`src/rtl/nv_cfg_pkg.sv`:
```
// Package: register map, field positions, reset values and timing constants of the flash configuration block
package nv_cfg_pkg;
  // ==========================================================================
  // Register byte addresses on the Avalon-MM slave
  localparam logic [3:0] ADDR_CLOCK_RATIO = 4'h0;
  localparam logic [3:0] ADDR_OPTION_COPY = 4'h4;
  localparam logic [3:0] ADDR_FLASH_CONFIG = 4'h8;
  localparam logic [3:0] ADDR_IRQ_STATUS  = 4'hC;
  // ==========================================================================
  // Field positions
  localparam int RATIO_LOADED_BIT = 7;
  localparam int PRESCALE_BIT     = 6;
  localparam int DIVISOR_MSB      = 5;
  localparam int KEY_ENABLE_BIT   = 7;
  localparam int REDIRECT_DIS_BIT = 6;
  localparam int SEC_CODE_MSB     = 1;
  localparam int KEY_SELECT_BIT   = 5;
  localparam int IRQ_MASK_LSB     = 8;
  // ==========================================================================
  // Values
  localparam logic [1:0] SEC_UNSECURED     = 2'h2;
  localparam logic [7:0] CLOCK_RATIO_RESET = 8'h00;
  localparam logic [7:0] FLASH_CONFIG_RESET = 8'h00;
  // Erased pattern: secure until the stored byte has been copied in
  localparam logic [7:0] OPTION_COPY_RESET  = 8'hFF;
  localparam int         PRESCALE_FACTOR   = 8;
  localparam int         KEY_BYTES         = 8;
  localparam logic [15:0] KEY_BASE_ADDR    = 16'hFFB0;
  // Interrupt status bits
  localparam int IRQ_ACCESS_ERROR = 0;
  localparam int IRQ_UNLOCKED     = 1;
  localparam int IRQ_KEY_FAIL     = 2;
  localparam int IRQ_WIDTH        = 3;
  // ==========================================================================
  // Timing
  localparam int CLOCK_HZ        = 100_000_000;
  localparam int PULSE_MIN_NS    = 5000;
  localparam int PULSE_MAX_NS    = 6700;
  localparam int PULSE_MIN_CYCLES = (PULSE_MIN_NS * (CLOCK_HZ / 1_000_000) + 999) / 1000;
  localparam int PULSE_MAX_CYCLES = (PULSE_MAX_NS * (CLOCK_HZ / 1_000_000)) / 1000;
endpackage

```
`src/rtl/timing_divider.sv`:
```
// Module: divider that builds the program/erase timing clock from the bus clock
`timescale 1ns/100ps
module timing_divider
  import nv_cfg_pkg::*;
(
  input  wire logic       ref_clk_in,
  input  wire logic       reset_in,
  input  wire logic       run_in,
  input  wire logic       prescale_in,
  input  wire logic [5:0] divisor_in,
  output logic            tick_out
);
  // ==========================================================================
  // Prescaler by eight
  logic [2:0] pre_count;
  logic [5:0] div_count;
  wire        pre_tick = prescale_in ? (pre_count == 3'(PRESCALE_FACTOR - 1)) : 1'b1;
  wire        div_wrap = (div_count == divisor_in);

  always_ff @(posedge ref_clk_in) begin
    if (reset_in || !run_in) begin
      pre_count <= 3'h0;
      div_count <= 6'h00;
      tick_out  <= 1'b0;
    end else begin
      pre_count <= pre_tick ? 3'h0 : pre_count + 3'h1;
      tick_out  <= pre_tick && div_wrap;
      if (pre_tick) begin
        div_count <= div_wrap ? 6'h00 : div_count + 6'h01;
      end
    end
  end
endmodule

```
`src/rtl/key_store.sv`:
```
// Module: eight-byte capture of backdoor key comparison writes
`timescale 1ns/100ps
module key_store
  import nv_cfg_pkg::*;
(
  input  wire logic        ref_clk_in,
  input  wire logic        reset_in,
  input  wire logic        clear_in,
  input  wire logic        write_in,
  input  wire logic [2:0]  index_in,
  input  wire logic [7:0]  data_in,
  input  wire logic [63:0] stored_key_in,
  output logic             match_out
);
  // ==========================================================================
  // Bytes must arrive in ascending order; any skip spoils the sequence
  logic [63:0] captured;
  logic [3:0]  next_index;
  logic        in_order;
  wire         expected = (index_in == next_index[2:0]) && !next_index[3];

  always_ff @(posedge ref_clk_in) begin
    if (reset_in || clear_in) begin
      captured   <= 64'h0000000000000000;
      next_index <= 4'h0;
      in_order   <= 1'b1;
    end else if (write_in) begin
      captured[index_in*8 +: 8] <= data_in;
      next_index <= next_index + 4'h1;
      if (!expected) begin
        in_order <= 1'b0;
      end
    end
  end

  assign match_out = in_order && (next_index == 4'(KEY_BYTES)) && (captured == stored_key_in);
endmodule

```
`src/rtl/flash_clock_and_security_options.sv`:
```
// Module: flash clock ratio, option copy, key access and security state with Avalon-MM slave
`timescale 1ns/100ps
// Notes on behaviour
// - Loaded flag on top; ratio bits write once
// - No program or erase until ratio written
// - Reset clears loaded flag; first write sets
// - Bit six prescales bus clock by eight
// - Divide selected clock by divisor plus one
// - Pulses are one timing clock period each
// - Option copy loaded from stored byte after reset release
// - Key unlock disabled when enable bit zero
// - Only secure firmware key writes count
// - Eight ascending matching key bytes unsecure device
// - Option bit six disables vector redirection
// - Only code 1:0 means unsecured
// - Secure device blocks unsecured memory access
// - Key match or blank check unsecures
// - Key select steers key range writes
// - Clearing key select triggers key compare
// - Early program attempt ignored, sets access error
module flash_clock_and_security_options
  import nv_cfg_pkg::*;
(
  input  wire logic        ref_clk_in,
  input  wire logic        reset_in,
  // Avalon-MM slave
  input  wire logic [3:0]  avs_address_in,
  input  wire logic        avs_read_in,
  input  wire logic        avs_write_in,
  input  wire logic [31:0] avs_writedata_in,
  input  wire logic [3:0]  avs_byteenable_in,
  output logic [31:0]      avs_readdata_out,
  output logic             avs_waitrequest_out,
  output logic             avs_response_error_out,
  // Nonvolatile contents presented by the array
  input  wire logic [7:0]  stored_option_byte_in,
  input  wire logic [63:0] stored_unlock_key_in,
  // Processor writes into flash space
  input  wire logic        array_write_in,
  input  wire logic [15:0] array_addr_in,
  input  wire logic [7:0]  array_data_in,
  input  wire logic        source_secure_in,
  input  wire logic        blank_check_pass_in,
  // Memory access gating
  input  wire logic        mem_access_req_in,
  output logic             mem_access_grant_out,
  // Toward command engine
  output logic             command_start_out,
  output logic             access_error_out,
  output logic             nv_timing_tick_out,
  output logic             redirect_disable_out,
  output logic             secure_out,
  output logic             irq_out
);
  // ==========================================================================
  // State
  logic [6:0]           ratio_bits;
  logic                 ratio_loaded_flag;
  logic [7:0]           option_copy;
  logic                 option_loaded;
  logic                 key_write_select;
  logic                 unlocked;
  logic [IRQ_WIDTH-1:0] irq_status;
  logic [IRQ_WIDTH-1:0] irq_mask;
  logic                 rd_pending;
  logic [31:0]          read_word;
  logic                 key_match;

  // ==========================================================================
  // Bus decode; every access finishes one cycle after it is seen
  wire access      = avs_read_in || avs_write_in;
  wire finish      = access && rd_pending;
  wire sel_ratio   = (avs_address_in == ADDR_CLOCK_RATIO);
  wire sel_option  = (avs_address_in == ADDR_OPTION_COPY);
  wire sel_config  = (avs_address_in == ADDR_FLASH_CONFIG);
  wire sel_irq     = (avs_address_in == ADDR_IRQ_STATUS);
  wire mapped      = sel_ratio || sel_option || sel_config || sel_irq;
  wire wr_byte0    = finish && avs_write_in && avs_byteenable_in[0];
  wire wr_ratio    = wr_byte0 && sel_ratio;
  wire wr_config   = wr_byte0 && sel_config;
  wire wr_mask     = finish && avs_write_in && avs_byteenable_in[1] && sel_irq;
  wire rd_irq      = finish && avs_read_in && sel_irq;

  // ==========================================================================
  // Security and key range
  wire [1:0] security_code = unlocked ? SEC_UNSECURED : option_copy[SEC_CODE_MSB:0];
  wire       secure        = (security_code != SEC_UNSECURED);
  wire       key_enable    = option_copy[KEY_ENABLE_BIT];
  wire       in_key_range  = (array_addr_in[15:3] == KEY_BASE_ADDR[15:3]);
  wire       key_write     = array_write_in && in_key_range && key_write_select;
  wire       key_accepted  = key_write && source_secure_in && key_enable;
  wire       key_close     = wr_config && key_write_select && !avs_writedata_in[KEY_SELECT_BIT];
  wire       unlock_event  = (key_close && key_enable && key_match) || blank_check_pass_in;
  wire       key_fail      = key_close && !(key_enable && key_match);
  wire       cmd_attempt   = array_write_in && !(in_key_range && key_write_select);
  wire       early_attempt = cmd_attempt && !ratio_loaded_flag;
  wire [IRQ_WIDTH-1:0] events = {key_fail, unlock_event, early_attempt};

  // ==========================================================================
  // Read mux; reserved bits read zero
  wire [7:0] ratio_word  = {ratio_loaded_flag, ratio_bits};
  wire [7:0] config_word = {2'h0, key_write_select, 5'h00};
  always_comb begin
    case (avs_address_in)
      ADDR_CLOCK_RATIO:  read_word = {24'h000000, ratio_word};
      ADDR_OPTION_COPY:  read_word = {24'h000000, option_copy};
      ADDR_FLASH_CONFIG: read_word = {24'h000000, config_word};
      ADDR_IRQ_STATUS:   read_word = {21'h0, irq_mask, 5'h00, irq_status};
      default:           read_word = 32'h00000000;
    endcase
  end

  // ==========================================================================
  // Bus handshake
  always_ff @(posedge ref_clk_in) begin
    if (reset_in) begin
      rd_pending             <= 1'b0;
      avs_readdata_out       <= 32'h00000000;
      avs_response_error_out <= 1'b0;
    end else begin
      rd_pending <= access && !rd_pending;
      if (access && !rd_pending) begin
        avs_readdata_out       <= avs_read_in ? read_word : 32'h00000000;
        avs_response_error_out <= !mapped;
      end
    end
  end
  assign avs_waitrequest_out = access && !rd_pending;

  // ==========================================================================
  // Clock ratio register, written once
  always_ff @(posedge ref_clk_in) begin
    if (reset_in) begin
      ratio_bits        <= CLOCK_RATIO_RESET[6:0];
      ratio_loaded_flag <= CLOCK_RATIO_RESET[RATIO_LOADED_BIT];
    end else if (wr_ratio && !ratio_loaded_flag) begin
      ratio_bits        <= avs_writedata_in[6:0];
      ratio_loaded_flag <= 1'b1;
    end
  end

  // ==========================================================================
  // Option copy: loaded after reset release, no software path in
  always_ff @(posedge ref_clk_in) begin
    if (reset_in) begin
      option_copy   <= OPTION_COPY_RESET;
      option_loaded <= 1'b0;
    end else if (!option_loaded) begin
      option_copy   <= stored_option_byte_in;
      option_loaded <= 1'b1;
    end
  end

  // ==========================================================================
  // Key select and temporary unlock, held until the next reset
  always_ff @(posedge ref_clk_in) begin
    if (reset_in) begin
      key_write_select <= FLASH_CONFIG_RESET[KEY_SELECT_BIT];
      unlocked         <= 1'b0;
    end else begin
      if (wr_config) begin
        key_write_select <= avs_writedata_in[KEY_SELECT_BIT];
      end
      if (unlock_event) begin
        unlocked <= 1'b1;
      end
    end
  end

  // ==========================================================================
  // Interrupts; an event in the clearing read's cycle is kept
  always_ff @(posedge ref_clk_in) begin
    if (reset_in) begin
      irq_status <= '0;
      irq_mask   <= '0;
    end else begin
      irq_status <= (rd_irq ? '0 : irq_status) | events;
      if (wr_mask) begin
        irq_mask <= avs_writedata_in[IRQ_MASK_LSB +: IRQ_WIDTH];
      end
    end
  end
  assign irq_out = |(irq_status & irq_mask);

  // ==========================================================================
  // Submodules
  key_store u_key_store (
    .ref_clk_in    (ref_clk_in),
    .reset_in      (reset_in),
    .clear_in      (wr_config && avs_writedata_in[KEY_SELECT_BIT] && !key_write_select),
    .write_in      (key_accepted),
    .index_in      (array_addr_in[2:0]),
    .data_in       (array_data_in),
    .stored_key_in (stored_unlock_key_in),
    .match_out     (key_match)
  );

  // Divider only runs once the ratio is fixed, so no half-setup pulses appear
  timing_divider u_timing_divider (
    .ref_clk_in  (ref_clk_in),
    .reset_in    (reset_in),
    .run_in      (ratio_loaded_flag),
    .prescale_in (ratio_bits[PRESCALE_BIT]),
    .divisor_in  (ratio_bits[DIVISOR_MSB:0]),
    .tick_out    (nv_timing_tick_out)
  );

  // ==========================================================================
  // Outputs
  assign command_start_out    = cmd_attempt && ratio_loaded_flag;
  assign access_error_out     = early_attempt;
  assign redirect_disable_out = option_copy[REDIRECT_DIS_BIT];
  assign secure_out           = secure;
  assign mem_access_grant_out = mem_access_req_in && (!secure || source_secure_in);
endmodule

```
`config.mk`:
```
export PLATFORM = sky130hd
export DESIGN_NAME = flash_clock_and_security_options
export DESIGN_NICKNAME = d
export VERILOG_FILES = /design/src/rtl/nv_cfg_pkg.sv /design/src/rtl/timing_divider.sv /design/src/rtl/key_store.sv /design/src/rtl/flash_clock_and_security_options.sv
export SDC_FILE = /design/constraint.sdc
export NUM_CORES = 1
export LEC_CHECK = 0
export ABC_AREA = 1
export BUFFER_PORTS_ARGS = -buffer_cell sky130_fd_sc_hd__buf_2
export CELL_PAD_IN_SITES_DETAIL_PLACEMENT = 1
export CELL_PAD_IN_SITES_GLOBAL_PLACEMENT = 1
export CORE_MARGIN = 2
export CORE_UTILIZATION = 36
export DETAILED_ROUTE_END_ITERATION = 8
export HOLD_SLACK_MARGIN = 0.02
export PLACE_DENSITY_LB_ADDON = 0.1
export SLEW_MARGIN = 0
export SYNTH_ARGS = -nofsm -noshare
export SYNTH_HDL_FRONTEND = slang
export SYNTH_HIERARCHICAL = 1
export SYNTH_SLANG_ARGS = --single-unit
export TNS_END_PERCENT = 30
```
`constraint.sdc`:
```
create_clock -name ref_clk_in -period 2.25 [get_ports ref_clk_in]
set_input_delay 0.3375 -clock ref_clk_in [delete_from_list [all_inputs] [get_ports ref_clk_in]]
set_output_delay 0.3375 -clock ref_clk_in [all_outputs]
set_load 0.005 [all_outputs]
```
==> flow_metrics.py, run 1 <==
metrics = {
    "floorplanning": {
        "io_pins": 185,
        "dieWidth_um": 137,
        "core_sq_um": 17400,
        "chipHeight_um": 137,
        "initial_core_util_pct": 36.9,
        "rows": 48,
        "die-area_sq_um": 18800,
    },
    "global_routing": {
        "track_usage_pct": 21.1,
        "grt_remaining_overflow": 0,
        "grt_pass1_wl_mm": 30.4,
        "grt_pass1_vias": 6098,
        "antenna_found_initial": 1,
        "grt_max_degree": 44,
    },
    "power_and_ir_drop": {
        "peakVddDrop_v": 0.000536,
        "leakage_nw": 3.60,
        "p_per_area_nw_per_um2": 717,
    },
    "route": {
        "ant_nets": 0,
        "wl_mm": 19.3,
        "first_pass_iters": 5,
        "viasPerCell": 4.74,
        "via_count": 6298,
        "drc": 0,
        "routedWlPerCell_um": 14.5,
        "dr.first_iter.drc_count": 319,
    },
    "placed_design": {
        "place_ws_ns": 0.160,
        "hpwl_mm": 15.5,
        "placed_area_sq_um": 7300,
        "place_congestion": 0.779,
        "port_buffers": 139,
    },
    "setup_path": {
        "end_kind": "flip-flop",
        "crit_fanout": 12,
        "criticalPathCategory": "reg2reg",
        "critPathMaxStageDelay_ns": 0.38,
        "worst_path_max_delay_cell": "dfxtp_1",
        "crit_chain": "nand2_1, nor2_1, nand2_1, nor2_1, buf_4, inv_2, nor4_1, nand2_2, inv_1, nor2_1, nor2_1",
        "timing.critical_path.from": "key_write_select",
        "cp.required_ns": 2.59,
        "arrival_ns": 2.33,
        "startpoint_type": "flip-flop",
        "cpMostUsedCell": "nor2_1",
        "r2r-start": "key_write_select",
    },
    "sta": {
        "skew_ns": 0.00811,
        "relSlewSlack_pct": 57.3,
        "rsz0062_at_grt": "false",
        "worst_slew_pin_slew_ns": 0.640,
        "setup_viol": 0,
        "hold_violations": 0,
        "finalCritPeriodShare_pct": 88.3,
        "tns_ns": 0,
        "fin_ws_ns": 0.263,
        "fin_crit_ns": 1.99,
        "slew_violations": 0,
        "max_freq_mhz": 503,
    },
    "clock_tree": {
        "clock-root-buffer": "clkbuf_16",
        "cts_resized": 0,
        "numCtsBuffers": 17,
        "clock_sinks": 117,
        "clockBufferDepth": 2,
        "htree_num_levels": 4,
        "clk_pin_slew_worst_paths_ns": 0.05,
        "clock_latency_ns": 0.42,
        "cts_tree": "done",
        "post_cts_buffers": 0,
        "hold_buffers": 0,
    },
    "synth": {
        "syn_area_per_cell_sq_um": 6.82,
        "synth_edf_count": 0,
        "async_flop_share_pct": 0,
        "yosysSeqAreaShare_pct": 36.6,
        "ys.flop_type": "dfxtp_1",
        "yosys_register_bits": 117,
        "yosys_warnings": 6,
        "synth_top_area_share_pct": 36.6,
        "synth.distinct_cells": 38,
        "synth_area_sq_um": 6400,
        "synth_common_cells": "nand2_1, inv_1, dfxtp_1",
        "synth.largest_area_cell": "dfxtp_1",
        "synthTopCellsByArea": "dfxtp_1, nand2_1, inv_1",
        "yosysMostFrequentCell": "nand2_1",
        "syn_inst": 938,
    },
    "cells_and_area": {
        "syn_to_final_growth_pct": 24.6,
        "final_nets": 1245,
        "drive_gt1_share_pct": 21.3,
        "fillCellCount": 2323,
        "finalInstanceArea_sq_um": 7970,
    },
    "hold_path": {
        "hold_path.class": "in2reg",
        "hp-start": "stored_option_byte_in[7]",
    },
    "run": {
        "maxCapViolCount": 0,
    },
    "status": {
        "outcome": "complete, no violations",
    },
}
[worst max-delay path: cells and delay by family, from the launching register on]
family / cells / cell delay [ns]
flip-flops: 1 / 0.38
AND/OR/NAND/NOR: 8 / 1.11
buffers and inverters: 3 / 0.43
[layout by cell type, fill, tap and decap left out, drive strengths merged]
| cell type | instances |
|---|---|
| xor2 | 5 |
| inv | 133 |
| nand3 | 47 |
| ha | 11 |
| diode | 1 |
| dfxtp | 117 |
| bufinv | 6 |
| xnor2 | 35 |
| nor4 | 1 |
| nor2 | 120 |
| o22ai | 1 |
| a21oi | 72 |
| o31ai | 1 |
| clkinv | 4 |
| clkinvlp | 4 |
| nand4 | 13 |
| nand2 | 217 |
| buf | 162 |
| nor3 | 25 |
| o211ai | 1 |
| clkbuf | 19 |
| o21ai | 88 |
| conb | 21 |
[area by class of cell]
| class | instances | area [sq um] | area share, % |
|---|---|---|---|
| diodes | 1 | 2.50 | 0.0314 |
| clock buffers | 19 | 443 | 5.56 |
| clock inverters | 13 | 229 | 2.87 |
| inverters | 134 | 503 | 6.31 |
| multi-input cells | 658 | 3290 | 41.3 |
| flip-flops and latches | 117 | 2340 | 29.4 |
| well taps | 225 | 282 | 3.53 |
| repair buffers | 162 | 881 | 11.1 |
[metal layers]
metal	GRT usage, %	vias to the layer above	routed length [um]
met3	4.60	13	1030
met5	0	-	0
met1	29.0	2917	9480
met4	6.64	0	210
li1	-	3224	-
met2	33.0	144	8580
[power by group]
part	internal (mW)	switching, mW	total [mW]
Combinational	0.201	0.305	0.505
Sequential	2.09	0.0179	2.11
Clock	2.10	0.993	3.10
[state kept, by name, indices dropped and copies added, names as in the netlist]
register and flops:
avs_response_error_out 1, u_key_store/next_index 4, irq_mask 3, u_timing_divider/div_count 6, u_key_store/in_order 1, irq_status 3, rd_pending 1, key_write_select 1
unlocked 1, u_timing_divider/pre_count 3, ratio_bits 7, avs_readdata_out 11, u_key_store/captured 64, ratio_loaded_flag 1, option_loaded 1, u_timing_divider/tick_out 1
option_copy 8
[logic make-up (layout without fill, tap and decap cells)]
logic type,count (synthesis),count (layout),share of synthesized area (%)
simple gates,423,423,29.0
xor+xnor,40,40,5.48
compound gates,163,163,13.4
flops,117,117,36.6
buf+inv,183,328,13.3
fa+ha+maj,11,11,2.15
other cells,1,22,0.0586
[worst paths after layout]
check | endpoint | slack [ns] | cells past startpoint
max | u_key_store/captured[35] | 0.26 | 11
min | option_copy[7] | 0.13 | 3
max reg2reg | u_key_store/captured[35] | 0.26 | 11
min reg2reg | u_timing_divider/pre_count[0] | 0.42 | 1
[per-stage QoR]
stage                     total power [mW]  util (%)  hold WS (ns)  cells
after floorplan                       2.45         -         0.399    958
after global placement                2.65      42.0         0.413   1296
after detailed placement              2.66      42.0         0.418   1296
after CTS                             5.78      45.9         0.112   1328
after global routing                  5.94      45.9         0.117   1329
final                                 5.71      45.9         0.128   1329
(Power assumes the default switching activity.)
==> run 2: changes to the inputs <==
- CORE_MARGIN: 2 -> not set
==> flow_metrics.py, run 2 (synthesis gave the netlist of run 1 again) <==
metrics = {
    "status": {
        "outcome": "complete, no violations",
    },
    "route": {
        "routedWlPerCell_um": 14.5,
        "dr.first_iter.drc_count": 229,
        "viasPerCell": 4.66,
        "ant_nets": 0,
        "drc": 0,
        "first_pass_iters": 5,
        "via_count": 6167,
        "wl_mm": 19.2,
    },
    "sta": {
        "fin_crit_ns": 2.06,
        "holdWs_ns": 0.132,
        "max_freq_mhz": 485,
        "finalCritPeriodShare_pct": 91.6,
        "rsz0062_at_grt": "false",
        "fin_ws_ns": 0.190,
        "slew_violations": 0,
        "worst_slew_pin_slew_ns": 0.630,
        "setup_viol": 0,
        "tns_ns": 0,
        "relSlewSlack_pct": 57.9,
        "hold_violations": 0,
        "skew_ns": 0.0102,
    },
    "cells_and_area": {
        "regMostFlops": "u_key_store/captured",
        "drive_gt1_share_pct": 20.9,
        "final_nets": 1238,
        "final_common_cell": "nand2_1",
        "final_util_pct": 45.5,
        "final_cell_mix": "nand2_1, buf_2, inv_1, dfxtp_1, nor2_1",
        "multi_input_area_sq_um": 3290,
        "syn_to_final_growth_pct": 23.2,
        "top_regs": "u_key_store/captured: 64 flops, avs_readdata_out: 11 flops, option_copy: 8 flops",
        "largest_reg_flops": 64,
        "seq_area_sq_um": 2340,
        "fillCellCount": 2286,
    },
    "clock_tree": {
        "clock_sinks": 117,
        "hold_buffers": 0,
        "clk_pin_slew_worst_paths_ns": 0.06,
        "clock_latency_ns": 0.42,
        "cts_resized": 0,
        "post_cts_buffers": 0,
        "htree_num_levels": 4,
        "cts_tree": "done",
        "numCtsBuffers": 17,
        "clock-root-buffer": "clkbuf_16",
        "clockBufferDepth": 2,
    },
    "placed_design": {
        "port_buffers": 139,
        "hpwl_mm": 15.0,
        "place_congestion": 0.792,
        "place_ws_ns": 0.157,
    },
    "run": {
        "maxCapViolCount": 0,
    },
    "floorplanning": {
        "io_pins": 185,
        "chipHeight_um": 135,
        "initial_core_util_pct": 37.0,
        "die-area_sq_um": 18300,
        "dieWidth_um": 135,
        "rows": 48,
        "core_sq_um": 17300,
    },
    "setup_path": {
        "crit_fanout": 12,
        "end_kind": "flip-flop",
        "worstRegToRegCells": 10,
        "arrival_ns": 2.40,
        "criticalPathCategory": "reg2reg",
        "cp.required_ns": 2.59,
        "startpoint_type": "flip-flop",
    },
    "global_routing": {
        "antenna_found_initial": 1,
        "grt_remaining_overflow": 0,
        "grt_max_degree": 70,
        "track_usage_pct": 21.7,
        "grt_pass1_vias": 6046,
        "grt_pass1_wl_mm": 30.5,
    },
    "hold_path": {
        "whs_path_depth": 3,
        "hold_path.class": "in2reg",
    },
    "power_and_ir_drop": {
        "p_per_area_nw_per_um2": 700,
        "leakage_nw": 3.54,
        "peakVddDrop_v": 0.000518,
    },
}
==> run 2: cell count changes in the layout (fill, tap and decap cells not counted) <==
cell        change
buf_4           -7
inv_6           +1
clkinv_2        -1
bufinv_16       -2
clkbuf_1        -1
clkinv_4        +3
clkbuf_8        -1
clkinvlp_4      +1
==> run 2: metal layers <==
metal / vias up / wire length (um) / global-route usage (%)
met5: - / 0 / 0
li1: 3198 / - / -
met4: 0 / 209 / 6.12
met1: 2820 / 9160 / 28.4
met3: 12 / 849 / 4.30
met2: 137 / 8970 / 36.1
==> run 2: worst paths after layout <==
check                                     start                       endpoint  slack (ns)
setup reg to reg               key_write_select       u_key_store/captured[38]        0.19
setup / recovery               key_write_select       u_key_store/captured[38]        0.19
hold / removal         stored_option_byte_in[3]                 option_copy[3]        0.13
hold reg to reg   u_timing_divider/pre_count[0]  u_timing_divider/pre_count[0]        0.44
==> run 2: layout make-up <==
class / count / area share [%]
Inverter: 134 / 6.38
Timing Repair Buffer: 155 / 10.5
Multi-Input combinational cell: 658 / 41.7
Tap cell: 225 / 3.57
Clock inverter: 15 / 2.62
Antenna cell: 1 / 0.0318
Clock buffer: 17 / 5.40
Sequential cell: 117 / 29.7
==> run 2: report_power, final <==
group	switching (mW)	internal, mW	leakage [nW]
Sequential	0.0175	2.09	0.946
Clock	1.04	1.86	0.292
Combinational	0.306	0.198	2.30
Total	1.36	4.15	3.54
==> run 2: critical path, cell delays in order (launching register included) <==
cell,delay [ns]
dfxtp_1,0.41
nand2_1,0.09
nor2_1,0.10
nand2_1,0.09
nor2_1,0.10
buf_4,0.20
inv_2,0.05
nor4_1,0.32
nand2_2,0.27
buf_4,0.22
a21oi_1,0.13
==> run 2: per-stage QoR <==
stage	total power, mW	cell area, sq um	cells
6_report	5.51	7880	1322
5_1_grt	5.73	7880	1322
4_1_cts	5.57	7880	1321
3_5_place_dp	2.66	7240	1289
3_3_place_gp	2.65	7240	1289
2_1_floorplan	2.45	6470	958
==> run 3: changes to the inputs <==
- CORE_ASPECT_RATIO: not set -> 2
==> flow_metrics.py, run 3 (synthesis gave the netlist of run 1 again) <==
metrics = {
    "status": {
        "outcome": "complete, no violations",
    },
    "placed_design": {
        "placed_area_sq_um": 7250,
        "placed_cells": 1278,
        "place_ws_ns": 0.107,
        "place_congestion": 0.827,
        "hpwl_mm": 16.7,
        "port_buffers": 139,
    },
    "setup_path": {
        "crit_fanout": 4,
        "startpoint_type": "flip-flop",
        "criticalPathCategory": "reg2reg",
        "end_kind": "flip-flop",
        "cp.required_ns": 2.61,
        "arrival_ns": 2.46,
    },
    "sta": {
        "hold_violations": 0,
        "worst_slew_pin_slew_ns": 0.686,
        "setup_viol": 0,
        "rsz0062_at_grt": "false",
        "fin_crit_ns": 2.10,
        "holdWs_ns": 0.128,
        "tns_ns": 0,
        "fin_ws_ns": 0.145,
        "skew_ns": 0.0107,
        "max_freq_mhz": 475,
        "relSlewSlack_pct": 54.2,
        "slew_violations": 0,
        "finalCritPeriodShare_pct": 93.5,
    },
    "clock_tree": {
        "cts_resized": 0,
        "cts_tree": "done",
        "clock_latency_ns": 0.42,
        "clock_sinks": 117,
        "clk_pin_slew_worst_paths_ns": 0.06,
        "numCtsBuffers": 17,
        "clock-root-buffer": "clkbuf_16",
        "hold_buffers": 0,
        "htree_num_levels": 4,
        "clockBufferDepth": 2,
        "post_cts_buffers": 0,
    },
    "route": {
        "drc": 0,
        "viasPerCell": 4.77,
        "routedWlPerCell_um": 15.7,
        "via_count": 6243,
        "dr.first_iter.drc_count": 127,
        "first_pass_iters": 4,
        "wl_mm": 20.6,
        "ant_nets": 0,
    },
    "cells_and_area": {
        "final_cell_mix": "nand2_1, buf_2, inv_1, dfxtp_1, nor2_1",
        "diodes": 0,
        "instances_no_fill": 1310,
        "finalInstanceArea_sq_um": 7880,
        "drive_gt1_share_pct": 21.4,
        "largest_reg_flops": 64,
        "final_common_cell": "nand2_1",
        "top_regs": "u_key_store/captured: 64 flops, avs_readdata_out: 11 flops, option_copy: 8 flops",
        "final_nets": 1242,
        "regMostFlops": "u_key_store/captured",
        "final_util_pct": 45.4,
        "syn_to_final_growth_pct": 23.1,
    },
    "run": {
        "maxCapViolCount": 0,
    },
    "floorplanning": {
        "io_pins": 185,
        "die-area_sq_um": 18300,
        "chipHeight_um": 191,
        "core_sq_um": 17400,
        "dieWidth_um": 96.3,
        "rows": 68,
        "initial_core_util_pct": 36.9,
    },
    "power_and_ir_drop": {
        "power.total_mw": 5.46,
        "leakage_nw": 3.56,
        "p_per_area_nw_per_um2": 694,
        "peakVddDrop_v": 0.000434,
    },
    "global_routing": {
        "antenna_found_initial": 0,
        "grt_remaining_overflow": 0,
        "grt_max_degree": 66,
        "grt_pass1_wl_mm": 31.8,
        "track_usage_pct": 24.0,
        "grt_pass1_vias": 6462,
    },
    "hold_path": {
        "hold_path.class": "in2reg",
    },
}
## run 3: cell type report
cell class | count | area (sq um)
fill | 2376 | 9480
tap | 210 | 263
sequential | 117 | 2340
multi-input combinational | 658 | 3290
inverter | 134 | 503
clock buffer | 20 | 467
clock inverter | 12 | 153
timing repair buffer | 159 | 858
## run 3: worst max-delay path, stage by stage (launching register included)
cell,delay (ns)
dfxtp_1,0.33
inv_1,0.11
ha_1,0.15
nand2_1,0.08
nor2_2,0.20
nand2_1,0.08
nor2_1,0.09
nand2_1,0.06
nor2_1,0.14
nand3_1,0.20
nor2_1,0.16
nand2_1,0.08
inv_1,0.06
nand2_1,0.06
nand3_1,0.07
nand2_1,0.07
inv_1,0.10
## run 3: final timing paths
check / startpoint / end / slack [ns] / cells after the start
worst max-delay path: u_key_store/next_index[0] / irq_status[1] / 0.15 / 16
worst min-delay path: stored_option_byte_in[6] / option_copy[6] / 0.13 / 3
worst max register to register: u_key_store/next_index[0] / irq_status[1] / 0.15 / 16
worst min register to register: u_timing_divider/pre_count[0] / u_timing_divider/pre_count[0] / 0.43 / 1
## run 3: routing by layer
metal	routed length, um	up-vias	share of wire (%)	global-route usage, %
met5	0	-	0	0
met4	999	0	4.8	14.1
met3	566	50	2.7	3.23
met2	12400	127	60	49.8
met1	6630	2854	32	19.7
li1	-	3212	-	-
## run 3: power by group
| part | internal, mW | leakage [nW] | switching (mW) |
|---|---|---|---|
| combinational | 0.200 | 2.32 | 0.311 |
| sequential | 2.09 | 0.946 | 0.0159 |
| clock | 1.83 | 0.294 | 1.02 |
| total | 4.12 | 3.56 | 1.35 |
